[config.mk]
export PLATFORM = sky130hd
export DESIGN_NAME = muxed_host_bus_interface
export DESIGN_NICKNAME = d
export VERILOG_FILES = /design/src/hostbus_pkg.sv /design/src/req_fifo.sv /design/src/muxed_host_bus_interface.sv
export SDC_FILE = /design/constraint.sdc
export NUM_CORES = 1
export LEC_CHECK = 0
export BUFFER_PORTS_ARGS = -buffer_cell sky130_fd_sc_hd__buf_2
export CAP_MARGIN = 10
export CORE_MARGIN = 5
export CORE_UTILIZATION = 57
export DETAILED_ROUTE_END_ITERATION = 10
export MAX_ROUTING_LAYER = met4
export PLACE_DENSITY = 0.76
export SLEW_MARGIN = 20
export SYNTH_ARGS = -nofsm -noshare
export SYNTH_HDL_FRONTEND = slang
export SYNTH_SLANG_ARGS = --single-unit
[constraint.sdc]
create_clock -name ref_clk -period 18.45 [get_ports ref_clk]
set_clock_uncertainty 0.1 [all_clocks]
set_input_delay 0.9225 -clock ref_clk [delete_from_list [all_inputs] [get_ports ref_clk]]
set_output_delay 0.9225 -clock ref_clk [all_outputs]
set_load 0.02 [all_outputs]
[src/hostbus_pkg.sv]
package hostbus_pkg;

    localparam int ADDR_W = 16;
    localparam int DATA_W = 16;
    localparam int FIFO_DEPTH = 16;
    // bus configuration bit positions
    localparam int CFG_PIN_FUNC_BIT = 0;
    localparam int CFG_BURST_REL_BIT = 6;
    localparam int CFG_W = 8;
    localparam logic [CFG_W-1:0] CFG_RESET = 8'h00;
    localparam logic [DATA_W-1:0] DATA_RESET = 16'h0000;
    // status flag positions within the flag vector
    localparam int FLAG_MISS = 0;
    localparam int FLAG_MEMORY_ERROR_FLAG = 1;
    localparam int FLAG_RXDN = 2;
    localparam int FLAG_TXDN = 3;
    localparam int FLAG_PROT = 4;
    localparam int FLAG_W = 5;

    typedef struct packed {
        logic               write;
        logic [ADDR_W-1:0]  addr;
        logic [DATA_W-1:0]  data;
    } dma_req_type;

    typedef struct packed {
        logic [DATA_W-1:0]  o;
        logic [DATA_W-1:0]  oe;
    } bus_drive_type;

endpackage : hostbus_pkg

[src/req_fifo.sv]
`timescale 1ns/1ps
module req_fifo #(
    parameter int WIDTH = 33,
    parameter int DEPTH = 16
) (
    input  wire logic             ref_clk,  // clock
    input  wire logic             arst_n,   // async reset
    input  wire logic             in_valid, // write request
    output logic                  in_ready, // space available
    input  wire logic [WIDTH-1:0] in_data,  // write data
    output logic                  out_valid, // data available
    input  wire logic             out_ready, // consumer takes word
    output logic      [WIDTH-1:0] out_data  // head word
);
    localparam int AW = $clog2(DEPTH);
    logic [WIDTH-1:0] mem [DEPTH];
    logic [AW:0]      wp_q;
    logic [AW:0]      wp_d;
    logic [AW:0]      rp_q;
    logic [AW:0]      rp_d;
    logic             push;
    logic             pop;

    always_comb
    begin
        in_ready  = (wp_q - rp_q) != (AW+1)'(DEPTH);
        out_valid = wp_q != rp_q;
        push      = in_valid && in_ready;
        pop       = out_valid && out_ready;
        wp_d      = push ? wp_q + 1'b1 : wp_q;
        rp_d      = pop ? rp_q + 1'b1 : rp_q;
        out_data  = mem[rp_q[AW-1:0]];
    end

    always_ff @(posedge ref_clk or negedge arst_n)
    begin
        if (!arst_n)
        begin
            wp_q <= '0;
            rp_q <= '0;
        end
        else
        begin
            wp_q <= wp_d;
            rp_q <= rp_d;
        end
    end

    always_ff @(posedge ref_clk)
    begin
        if (push)
            mem[wp_q[AW-1:0]] <= in_data;
    end

endmodule : req_fifo

[src/muxed_host_bus_interface.sv]
// Function
// - address phase drives low 16 address bits onto muxed lines
// - data phase carries read or write word, direction per transfer type
// - direction line driven only as master, stable, otherwise released
// - as slave, direction high means device outputs, low means device accepts
// - as master, direction high for reads, low for writes
// - interrupt asserted when any status flag set and enable bit is one
// - inbound transceiver control only during master read data phase
// - outbound transceiver control in read address phase and whole write
// - data strobe delimits data phase; data stable at its rising edge
// - strobe driven as master, input as slave, released otherwise
// - config bit 6 set: pin is burst release, ends burst after transfer
// - config bit 6 clear: pin is output copying byte-mark/ack pin
// - config bit 0 selects pin function; zero gives low byte-mark output
// - slave ready asserted on strobe, released after strobe or select negate
`timescale 1ns/1ps
module muxed_host_bus_interface #(
    parameter int FIFO_DEPTH = hostbus_pkg::FIFO_DEPTH
) (
    input  wire logic                            ref_clk,         // 40 MHz clock
    input  wire logic                            arst_n,          // async bus reset
    // dma request stream
    input  wire logic                            dma_valid,       // request valid
    output logic                                 dma_ready,       // fifo has room
    input  wire hostbus_pkg::dma_req_type        dma_req,         // request word
    output logic                                 rd_valid,        // read data pulse
    output logic [hostbus_pkg::DATA_W-1:0]       rd_data,         // read data
    // configuration and status
    input  wire logic [hostbus_pkg::CFG_W-1:0]   bus_config_reg,  // bus configuration
    input  wire logic                            irq_enable_bit,  // interrupt enable
    input  wire logic [hostbus_pkg::FLAG_W-1:0]  status_flags,    // miss/memory_error_flag/rx/tx/prot
    output logic                                 burst_ended,     // burst end pulse
    // slave register access
    output logic                                 reg_wr,          // register write pulse
    output logic                                 reg_port_addr,   // port select seen
    output logic [hostbus_pkg::DATA_W-1:0]       reg_wdata,       // register write data
    input  wire logic [hostbus_pkg::DATA_W-1:0]  reg_rdata,       // register read data
    // pins
    input  wire logic [hostbus_pkg::DATA_W-1:0]  mux_addr_data_bus_i,  // shared lines in
    output logic [hostbus_pkg::DATA_W-1:0]       mux_addr_data_bus_o,  // shared lines out
    output logic                                 mux_addr_data_bus_oe, // shared lines enable
    input  wire logic                            dir_i,           // direction line in
    output logic                                 dir_o,           // direction line out
    output logic                                 dir_oe,          // direction enable
    input  wire logic                            data_phase_strobe_n_i,  // strobe in
    output logic                                 data_phase_strobe_n_o,  // strobe out
    output logic                                 data_phase_strobe_oe,   // strobe enable
    output logic                                 xcvr_inbound_ctl,       // inbound xcvr
    output logic                                 xcvr_outbound_ctl,      // outbound xcvr
    output logic                                 xcvr_oe,         // xcvr controls enable
    output logic                                 addr_phase,      // address phase marker
    output logic                                 attention_irq_n_oe, // irq pulls low
    output logic                                 bus_req_n_oe,    // bus request pulls low
    input  wire logic                            bus_grant_ack_n, // grant acknowledge
    input  wire logic                            ready_n_i,       // memory ready
    output logic                                 ready_n_oe,      // slave ready pulls low
    input  wire logic                            chip_sel_n,      // chip select
    input  wire logic                            port_sel,        // register port select
    input  wire logic                            mpin_i,          // multi-purpose pin in
    output logic                                 mpin_o,          // multi-purpose pin out
    output logic                                 mpin_oe,         // multi-purpose enable
    output logic                                 byte_mark_high,  // byte-mark/ack pin
    output logic                                 byte_mark_high_oe // its enable
);
    localparam int RW = 1 + hostbus_pkg::ADDR_W + hostbus_pkg::DATA_W;

    typedef enum logic [2:0] {IDLE, REQ, ADDR, DATA, WAIT, DONE} mst_type;

    mst_type                         st_q;
    mst_type                         st_d;
    hostbus_pkg::dma_req_type        cur_q;
    hostbus_pkg::dma_req_type        cur_d;
    hostbus_pkg::dma_req_type        head;
    logic                            head_valid;
    logic                            pop;
    logic                            release_q;
    logic                            release_d;
    logic [hostbus_pkg::DATA_W-1:0]  rdat_q;
    logic [hostbus_pkg::DATA_W-1:0]  rdat_d;
    logic                            rdv_q;
    logic                            rdv_d;
    logic                            bend_q;
    logic                            bend_d;
    logic                            sl_rdy_q;
    logic                            sl_rdy_d;
    logic                            sl_wr_q;
    logic                            sl_wr_d;
    logic                            sl_port_q;
    logic                            sl_port_d;
    logic [hostbus_pkg::DATA_W-1:0]  sl_wd_q;
    logic [hostbus_pkg::DATA_W-1:0]  sl_wd_d;
    hostbus_pkg::bus_drive_type      drv_q;
    hostbus_pkg::bus_drive_type      drv_d;
    logic [12:0]                     pins_q;
    logic [12:0]                     pins_d;
    logic                            irq_q;
    logic                            irq_d;
    logic                            slave_act;
    logic                            burst_mode;
    logic                            bm_low;

    req_fifo #(
        .WIDTH (RW),
        .DEPTH (FIFO_DEPTH)
    ) u_fifo (
        .ref_clk   (ref_clk),
        .arst_n    (arst_n),
        .in_valid  (dma_valid),
        .in_ready  (dma_ready),
        .in_data   (dma_req),
        .out_valid (head_valid),
        .out_ready (pop),
        .out_data  (head)
    );

    always_comb
    begin
        burst_mode = bus_config_reg[hostbus_pkg::CFG_BURST_REL_BIT];
        bm_low     = !bus_config_reg[hostbus_pkg::CFG_PIN_FUNC_BIT];
        slave_act  = !chip_sel_n && (st_q == IDLE);
        st_d       = st_q;
        cur_d      = cur_q;
        pop        = 1'b0;
        release_d  = release_q;
        rdat_d     = rdat_q;
        rdv_d      = 1'b0;
        bend_d     = 1'b0;
        // burst release is latched and honoured at the next transfer boundary
        if (burst_mode && mpin_i && st_q != IDLE && st_q != REQ)
            release_d = 1'b1;
        case (st_q)
            IDLE:
            begin
                release_d = 1'b0;
                if (head_valid && chip_sel_n)
                    st_d = REQ;
            end
            REQ:
                if (!bus_grant_ack_n)
                begin
                    cur_d = head;
                    pop   = 1'b1;
                    st_d  = ADDR;
                end
            ADDR:
                st_d = DATA;
            DATA:
                st_d = WAIT;
            WAIT:
                if (!ready_n_i)
                begin
                    if (!cur_q.write)
                    begin
                        rdat_d = mux_addr_data_bus_i;
                        rdv_d  = 1'b1;
                    end
                    if (head_valid && !release_q && !(burst_mode && mpin_i))
                    begin
                        cur_d = head;
                        pop   = 1'b1;
                        st_d  = ADDR;
                    end
                    else
                    begin
                        bend_d = 1'b1;
                        st_d   = DONE;
                    end
                end
            DONE:
                if (bus_grant_ack_n)
                    st_d = IDLE;
            default:
                st_d = IDLE;
        endcase

        // slave side: ready follows the strobe, released on strobe or select negation
        sl_rdy_d  = slave_act && !data_phase_strobe_n_i;
        sl_wr_d   = slave_act && !data_phase_strobe_n_i && !sl_rdy_q && !dir_i;
        sl_port_d = slave_act ? port_sel : sl_port_q;
        sl_wd_d   = sl_wr_d ? mux_addr_data_bus_i : sl_wd_q;

        // pin drive computed for the next state
        drv_d.o   = hostbus_pkg::DATA_RESET;
        drv_d.oe  = '0;
        pins_d    = '0;
        case (st_d)
            ADDR:
            begin
                drv_d.o  = cur_d.addr;
                drv_d.oe = '1;
                pins_d[0] = 1'b1;                      // dir oe
                pins_d[1] = !cur_d.write;              // dir high on read
                pins_d[2] = 1'b1;                      // strobe oe
                pins_d[3] = 1'b1;                      // strobe idle high
                pins_d[4] = 1'b1;                      // xcvr oe
                pins_d[6] = 1'b1;                      // outbound in addr phase
                pins_d[7] = 1'b1;                      // address phase marker
                pins_d[8] = 1'b1;                      // bus request
            end
            DATA, WAIT:
            begin
                drv_d.o  = cur_d.data;
                drv_d.oe = {hostbus_pkg::DATA_W{cur_d.write}};
                pins_d[0] = 1'b1;
                pins_d[1] = !cur_d.write;
                pins_d[2] = 1'b1;
                pins_d[3] = 1'b0;
                pins_d[4] = 1'b1;
                pins_d[5] = !cur_d.write;
                pins_d[6] = cur_d.write;
                pins_d[8] = 1'b1;
            end
            REQ:
                pins_d[8] = 1'b1;
            default:
                pins_d = '0;
        endcase
        // slave read: drive register data while the host asks for output
        if (st_d == IDLE && slave_act && dir_i && !data_phase_strobe_n_i)
        begin
            drv_d.o  = reg_rdata;
            drv_d.oe = '1;
        end
        pins_d[9]  = sl_rdy_d;
        // multi-purpose pin: output copy of byte-mark/ack unless burst-release mode
        pins_d[10] = !burst_mode;
        pins_d[11] = bm_low ? 1'b0 : (st_d != IDLE && st_d != REQ);
        pins_d[12] = (st_d != IDLE);
        irq_d = irq_enable_bit && (|status_flags);
    end

    always_ff @(posedge ref_clk or negedge arst_n)
    begin
        if (!arst_n)
        begin
            st_q      <= IDLE;
            cur_q     <= '0;
            release_q <= 1'b0;
            rdat_q    <= hostbus_pkg::DATA_RESET;
            rdv_q     <= 1'b0;
            bend_q    <= 1'b0;
            sl_rdy_q  <= 1'b0;
            sl_wr_q   <= 1'b0;
            sl_port_q <= 1'b0;
            sl_wd_q   <= hostbus_pkg::DATA_RESET;
            drv_q     <= '0;
            pins_q    <= '0;
            irq_q     <= 1'b0;
        end
        else
        begin
            st_q      <= st_d;
            cur_q     <= cur_d;
            release_q <= release_d;
            rdat_q    <= rdat_d;
            rdv_q     <= rdv_d;
            bend_q    <= bend_d;
            sl_rdy_q  <= sl_rdy_d;
            sl_wr_q   <= sl_wr_d;
            sl_port_q <= sl_port_d;
            sl_wd_q   <= sl_wd_d;
            drv_q     <= drv_d;
            pins_q    <= pins_d;
            irq_q     <= irq_d;
        end
    end

    always_comb
    begin
        rd_valid              = rdv_q;
        rd_data               = rdat_q;
        burst_ended           = bend_q;
        reg_wr                = sl_wr_q;
        reg_port_addr         = sl_port_q;
        reg_wdata             = sl_wd_q;
        mux_addr_data_bus_o   = drv_q.o;
        mux_addr_data_bus_oe  = |drv_q.oe;
        dir_oe                = pins_q[0];
        dir_o                 = pins_q[1];
        data_phase_strobe_oe  = pins_q[2];
        data_phase_strobe_n_o = pins_q[3];
        xcvr_oe               = pins_q[4];
        xcvr_inbound_ctl      = pins_q[5];
        xcvr_outbound_ctl     = pins_q[6];
        addr_phase            = pins_q[7];
        bus_req_n_oe          = pins_q[8];
        ready_n_oe            = pins_q[9];
        mpin_oe               = pins_q[10];
        mpin_o                = pins_q[11];
        byte_mark_high        = pins_q[11];
        byte_mark_high_oe     = pins_q[12];
        attention_irq_n_oe    = irq_q;
    end

endmodule : muxed_host_bus_interface

* After elaboration in Yosys (flattened, before gate mapping)
Memories as Yosys holds them, arrays and structs flattened. Index checks and enable logic that the tools add are counted.
Word-level totals: RAM bits 528, memories 1, register bits after elaboration 130, input bits 89, output and inout port bits 69, logic and storage cells 104
Memories:
- u_fifo.mem | depth 16, bits a word 33, read ports 1, clocked after memory_dff 0, write ports 1, line req_fifo.sv:16 | logic [WIDTH-1:0] mem [DEPTH];
Cells by class: add/subtract/negate cells 3, equality and inequality tests 13, muxes and demuxes 32, bitwise logic cells 2, reductions and logical operators 35
Operators with widths (number):
- 33-bit two-way mux | 3
- 33-bit one-hot mux with 2 select lines | 1
- 32-bit one-hot mux with 2 select lines | 1
- 32-bit two-way mux | 1
- 3-bit one-hot mux with 6 select lines | 1
- 1-bit logical AND | 17
- 1-bit two-way mux | 17
- 16-bit OR reduction | 1
- 3-bit two-way mux | 5
- 3-bit by 2-bit == test with 1-bit output (second input constant) | 4
- 5-bit by 1-bit adder with 5-bit output (second input constant) | 2
- 5-bit one-hot mux with 2 select lines | 1
- 3-bit == test (second input constant) | 3
- 1-bit logical NOT | 8
- 3-bit by 1-bit == test with 1-bit output (second input constant) | 2
- 3-bit logical NOT | 2
- 3-bit by 1-bit inequality test with 1-bit output (second input constant) | 2
- 3-bit nonzero test | 2
- 5-bit inequality test | 1
- 5-bit inequality test (second input constant) | 1
- 5-bit OR reduction | 1
- 5-bit subtractor | 1
- 1-bit one-hot mux with 2 select lines | 2
- 4-bit OR reduction | 1
- 4 further kinds | 5

* Logic depth before layout (Yosys ltp)
word-level depth 11, depth in mapped cells 14, gate-level depth less buffers 8

* By module
Synthesis repeated with hierarchy kept, for this count alone.
Second synthesis, totals: cells, all modules 1284, area total of the unflattened synthesis 24453.5 µm²
Modules (own cells, without submodules):
- req_fifo | instances 1, sequential area each 16105.4 µm², area an instance 20981.4 µm², cells each 1027
- muxed_host_bus_interface | instances 1, sequential area each 2127.0 µm², area an instance 3472.1 µm², cells each 257

* Worst setup path after synthesis
No wires, ideal clock.
path type register to register, start register u_fifo.rp_q[1], end memory u_fifo.mem[3][0] (enable), arrival 6.002 ns, setup time 0.518 ns, period minus slack after synthesis 6.620 ns, data required time 17.832 ns, path buffers 4, setup slack 11.830 ns, stages on the path, launching flop included 12, cell sequence dfrtp_1 -> buf_2 -> buf_2 -> buf_1 -> inv_1 -> ha_1 -> nor2b_1 -> o21ai_0 -> a2111oi_4 -> a211oi_4 -> buf_2 -> nor4b_1
Between the ends: word-level cells in the longest chain between the ends 5
Ends and longest elaborated chain:
- from (decl) | line req_fifo.sv:19 | logic [AW:0] rp_q;
- from (signal assigned) | line req_fifo.sv:45 | rp_q <= rp_d;
- 5-bit subtractor | line req_fifo.sv:26 | in_ready = (wp_q - rp_q) != (AW+1)'(DEPTH);
- 5-bit inequality test | line req_fifo.sv:26
- 1-bit logical AND | line req_fifo.sv:28 | push = in_valid && in_ready;
- 1-bit two-way mux | line req_fifo.sv:51 | if (push)
- 1-bit two-way mux (implied by the code) | line req_fifo.sv:52 | mem[wp_q[AW-1:0]] <= in_data;
- to (decl) | line req_fifo.sv:16
No other way between the ends.

* Worst setup path after layout
start register u_fifo.rp_q[1], end memory u_fifo.mem[0][9] (enable)
Same word-level chain as after synthesis.

==> flow_metrics.env <==
export IMPL_hold_viol_final=0
export IMPL_crit_type="register to register"
export IMPL_vias_per_cell=6.20
export IMPL_ys_seq_area_share_pct=76.1
export IMPL_fin_crit_sh_pct=26.2
export IMPL_rsz0062_at_grt="no"
export IMPL_yosysWarningCount=0
export IMPL_start_util_pct=57.4
export IMPL_global_route_usage_total_pct=23.5
export IMPL_vias=11700
export IMPL_worst_pin_slew_ns=1.12
export IMPL_ys_seq_elements=623
export IMPL_min_path_type="input pin to async pin"
export IMPL_cts_root_buffer="clkbuf_16"
export IMPL_cts_hold_buf=0
export IMPL_final_nets=1394
export IMPL_synth_compound_area_share_pct=2.38
export IMPL_r2r_cells=8
export IMPL_layout_drive_gt1_share_pct=36.0
export IMPL_cp_required_ns=18.59
export IMPL_grt_max_degree=78
export IMPL_fp_row_count=75
export IMPL_dr_pass1_iters=5
export IMPL_place_gp_congestion=0.804
export IMPL_yosys_mux_area_fraction_pct=16.4
export IMPL_clock_sinks=623
export IMPL_slew_headroom_pct=25.5
export IMPL_endpoint_kind="register"
export IMPL_syn_num_nets=1214
export IMPL_cp_arrival_ns=4.97
export IMPL_synth_edf_count=528
export IMPL_ioPinCount=158
export IMPL_multi_input_area_um2=5390
export IMPL_grt_overflow=0
export IMPL_drc=0
export IMPL_synth_ff_type="edfxtp_1"
export IMPL_maxCapViolCount=0
export IMPL_netlist_instances=1116
export IMPL_coreArea_um2=41800
export IMPL_drv_slew=0
export IMPL_synth_avg_cell_area_um2=21.5
export IMPL_pwr_density_cell_nw_per_um2=158
export IMPL_wl_mm=52.2
export IMPL_port_buffers=151
export IMPL_startpoint_type="register"
export IMPL_synth_top_area_share_pct=66.2
export IMPL_ant_nets=0
export IMPL_synth_top_cell_by_area="edfxtp_1"
export IMPL_fp_dieH_um=215
export IMPL_post_cts_buffers=0
export IMPL_clkLatencyLatePin_ns=0.61
export IMPL_postLayoutCoreUtil_pct=65.6
export IMPL_ctsResizeCount=0
export IMPL_crit_fanout=61
export IMPL_p_leak_nw=9.49
export IMPL_synth_cell_types=55
export IMPL_cts_tree="yes"
export IMPL_async_flop_share_pct=15.2
export IMPL_grt_pass1_wl_mm=78.7
export IMPL_cts_buffers=59
export IMPL_antenna_found_initial=2
export IMPL_synth_top_family_by_area="multiplexers"
export IMPL_timing_fmax_mhz=207
export IMPL_dieArea_um2=46200
export IMPL_wire_per_inst_um=27.7
export IMPL_h_tree_depth=2
export IMPL_status="completed"
export IMPL_grt_pass1_vias=12300
export IMPL_final_seq_area_um2=18200
export IMPL_synthTopCellsByArea="edfxtp_1 66%, mux4_2 14%, dfrtp_1 9.9%"
export IMPL_synth_simple_area_share_pct=2.51
export IMPL_path_clk_slew_ns=0.06
export IMPL_fillers=2652
export IMPL_layout_area_overhead_vs_synth_pct=14.3
export IMPL_dp_hpwl_mm=28.4
export IMPL_synthesis_area_um2=24000
export IMPL_fin_tns_setup_ns=0
export IMPL_drt_iter0_drc=1352
export IMPL_peakVddDrop_mv=0.0933
export IMPL_synth_xor_area_share_pct=0.433
export IMPL_setup_viol=0
export IMPL_yosys_area_share_adder_pct=0.470
export IMPL_dieWidth_um=215
export IMPL_clockBufferDepth=3
export IMPL_min_period_ns=4.83
==> stage by stage <==
step	power, mW	instance area (um2)	cells	hold WS [ns]	worst slack [ns]
6_report	4.34	27400	1888	0.0822	13.62
5_1_grt	4.53	27400	1887	0.0788	13.34
4_1_cts	4.38	27400	1885	0.0578	13.54
3_5_place_dp	3.14	25400	1774	0.365	13.57
3_3_place_gp	3.10	25400	1773	0.364	13.71
2_1_floorplan	2.75	24000	1116	0.346	11.83
==> cell usage in the layout, fill, tap and decap left out, types with 3 or more instances in the layout <==
cell and count:
o21ai_0 5, a22oi_1 32, buf_2 150, nand3_1 7, and4_2 3, clkinvlp_2 3
inv_1 27, nor2b_1 5, clkinv_2 10, mux2i_1 17, buf_4 26, clkbuf_16 59
o21a_1 3, bufinv_16 7, o211ai_1 18, xnor2_1 6, a21oi_1 4, nand2_1 53
xor2_1 4, mux2_2 34, and2_1 3, clkbuf_8 9, ha_1 9, nor4bb_4 3
edfxtp_1 528, nand2b_1 3, diode_2 3, mux4_2 149, dfrtp_1 93, and4b_2 8
nor2_1 10, clkbuf_1 9, clkinv_1 8
==> cell families (layout without fill, tap and decap cells) <==
family / count (synthesis) / after routing
AND/OR/NAND/NOR: 112 / 112
adder cells (fa/ha/maj): 9 / 9
multiplexers: 201 / 201
other: 0 / 3
flip-flops: 623 / 623
XOR/XNOR: 11 / 11
AO/OA/AOI/OAI: 72 / 72
buffers and inverters: 88 / 318
==> critical path: stages (launching register included) <==
cell,delay [ns]
dfrtp_4,1.01
inv_1,0.16
ha_1,0.38
nor2b_1,0.14
o21ai_0,0.37
a2111oi_4,0.19
a211oi_4,0.59
nor4bb_4,0.90
buf_4,0.59
==> synthesized netlist by cell type, drive strengths merged, types with 9 or more instances <==
cell type and n:
a22oi 32, buf 39, nand2 53, mux4 149, o211ai 18, dfrtp 95
mux2 35, ha 9, inv 28, edfxtp 528, nor2 11, mux2i 17
clkbuf 20
==> cell type report <==
type	count	area share [%]
repair buffers	178	3.53
inverters	29	0.402
well taps	539	2.46
multi-input cells	405	19.7
clock buffers	77	5.96
clock inverters	34	1.37
diodes	3	0.0274
flip-flops and latches	623	66.6
==> registers in the layout, indices dropped and copies added (netlist names) <==
register / count
drv_q: 1
rd_data: 16
u_fifo.rp_q: 5
reg_wdata: 16
burst_ended: 1
release_q: 1
reg_port_addr: 1
reg_wr: 1
u_fifo.wp_q: 5
mux_addr_data_bus_o: 16
attention_irq_n_oe: 1
u_fifo.mem: 528
st_q: 3
rd_valid: 1
cur_q: 17
pins_q: 10
==> path summary, 6_finish.rpt <==
check / startpoint / end / slack [ns]
max in group asynchronous: arst_n / u_fifo.rp_q[1] / 17.10
min reg2reg: cur_q[3] / cur_q[3] / 0.38
max: u_fifo.rp_q[1] / u_fifo.mem[0][9] / 13.62
max reg2reg: u_fifo.rp_q[1] / u_fifo.mem[0][9] / 13.62
min: arst_n / rd_data[14] / 0.08
min in group ref_clk: cur_q[3] / cur_q[3] / 0.38
==> report_power, final <==
group          switching, mW  internal (mW)
Combinational          0.672          0.548
Sequential             0.139           1.75
Clock                  0.508          0.723
Total                   1.32           3.02
==> per-layer routing <==
| layer | vias to the layer above | track usage (%) | part of all wire, % |
|---|---|---|---|
| met2 | 625 | 36.5 | 49 |
| met4 | 0 | 6.81 | 2.5 |
| li1 | 4948 | - | - |
| met5 | - | - | 0 |
| met3 | 85 | 5.18 | 9.3 |
| met1 | 6046 | 32.3 | 39 |
No activity file was read; power rests on OpenSTA's default activity.
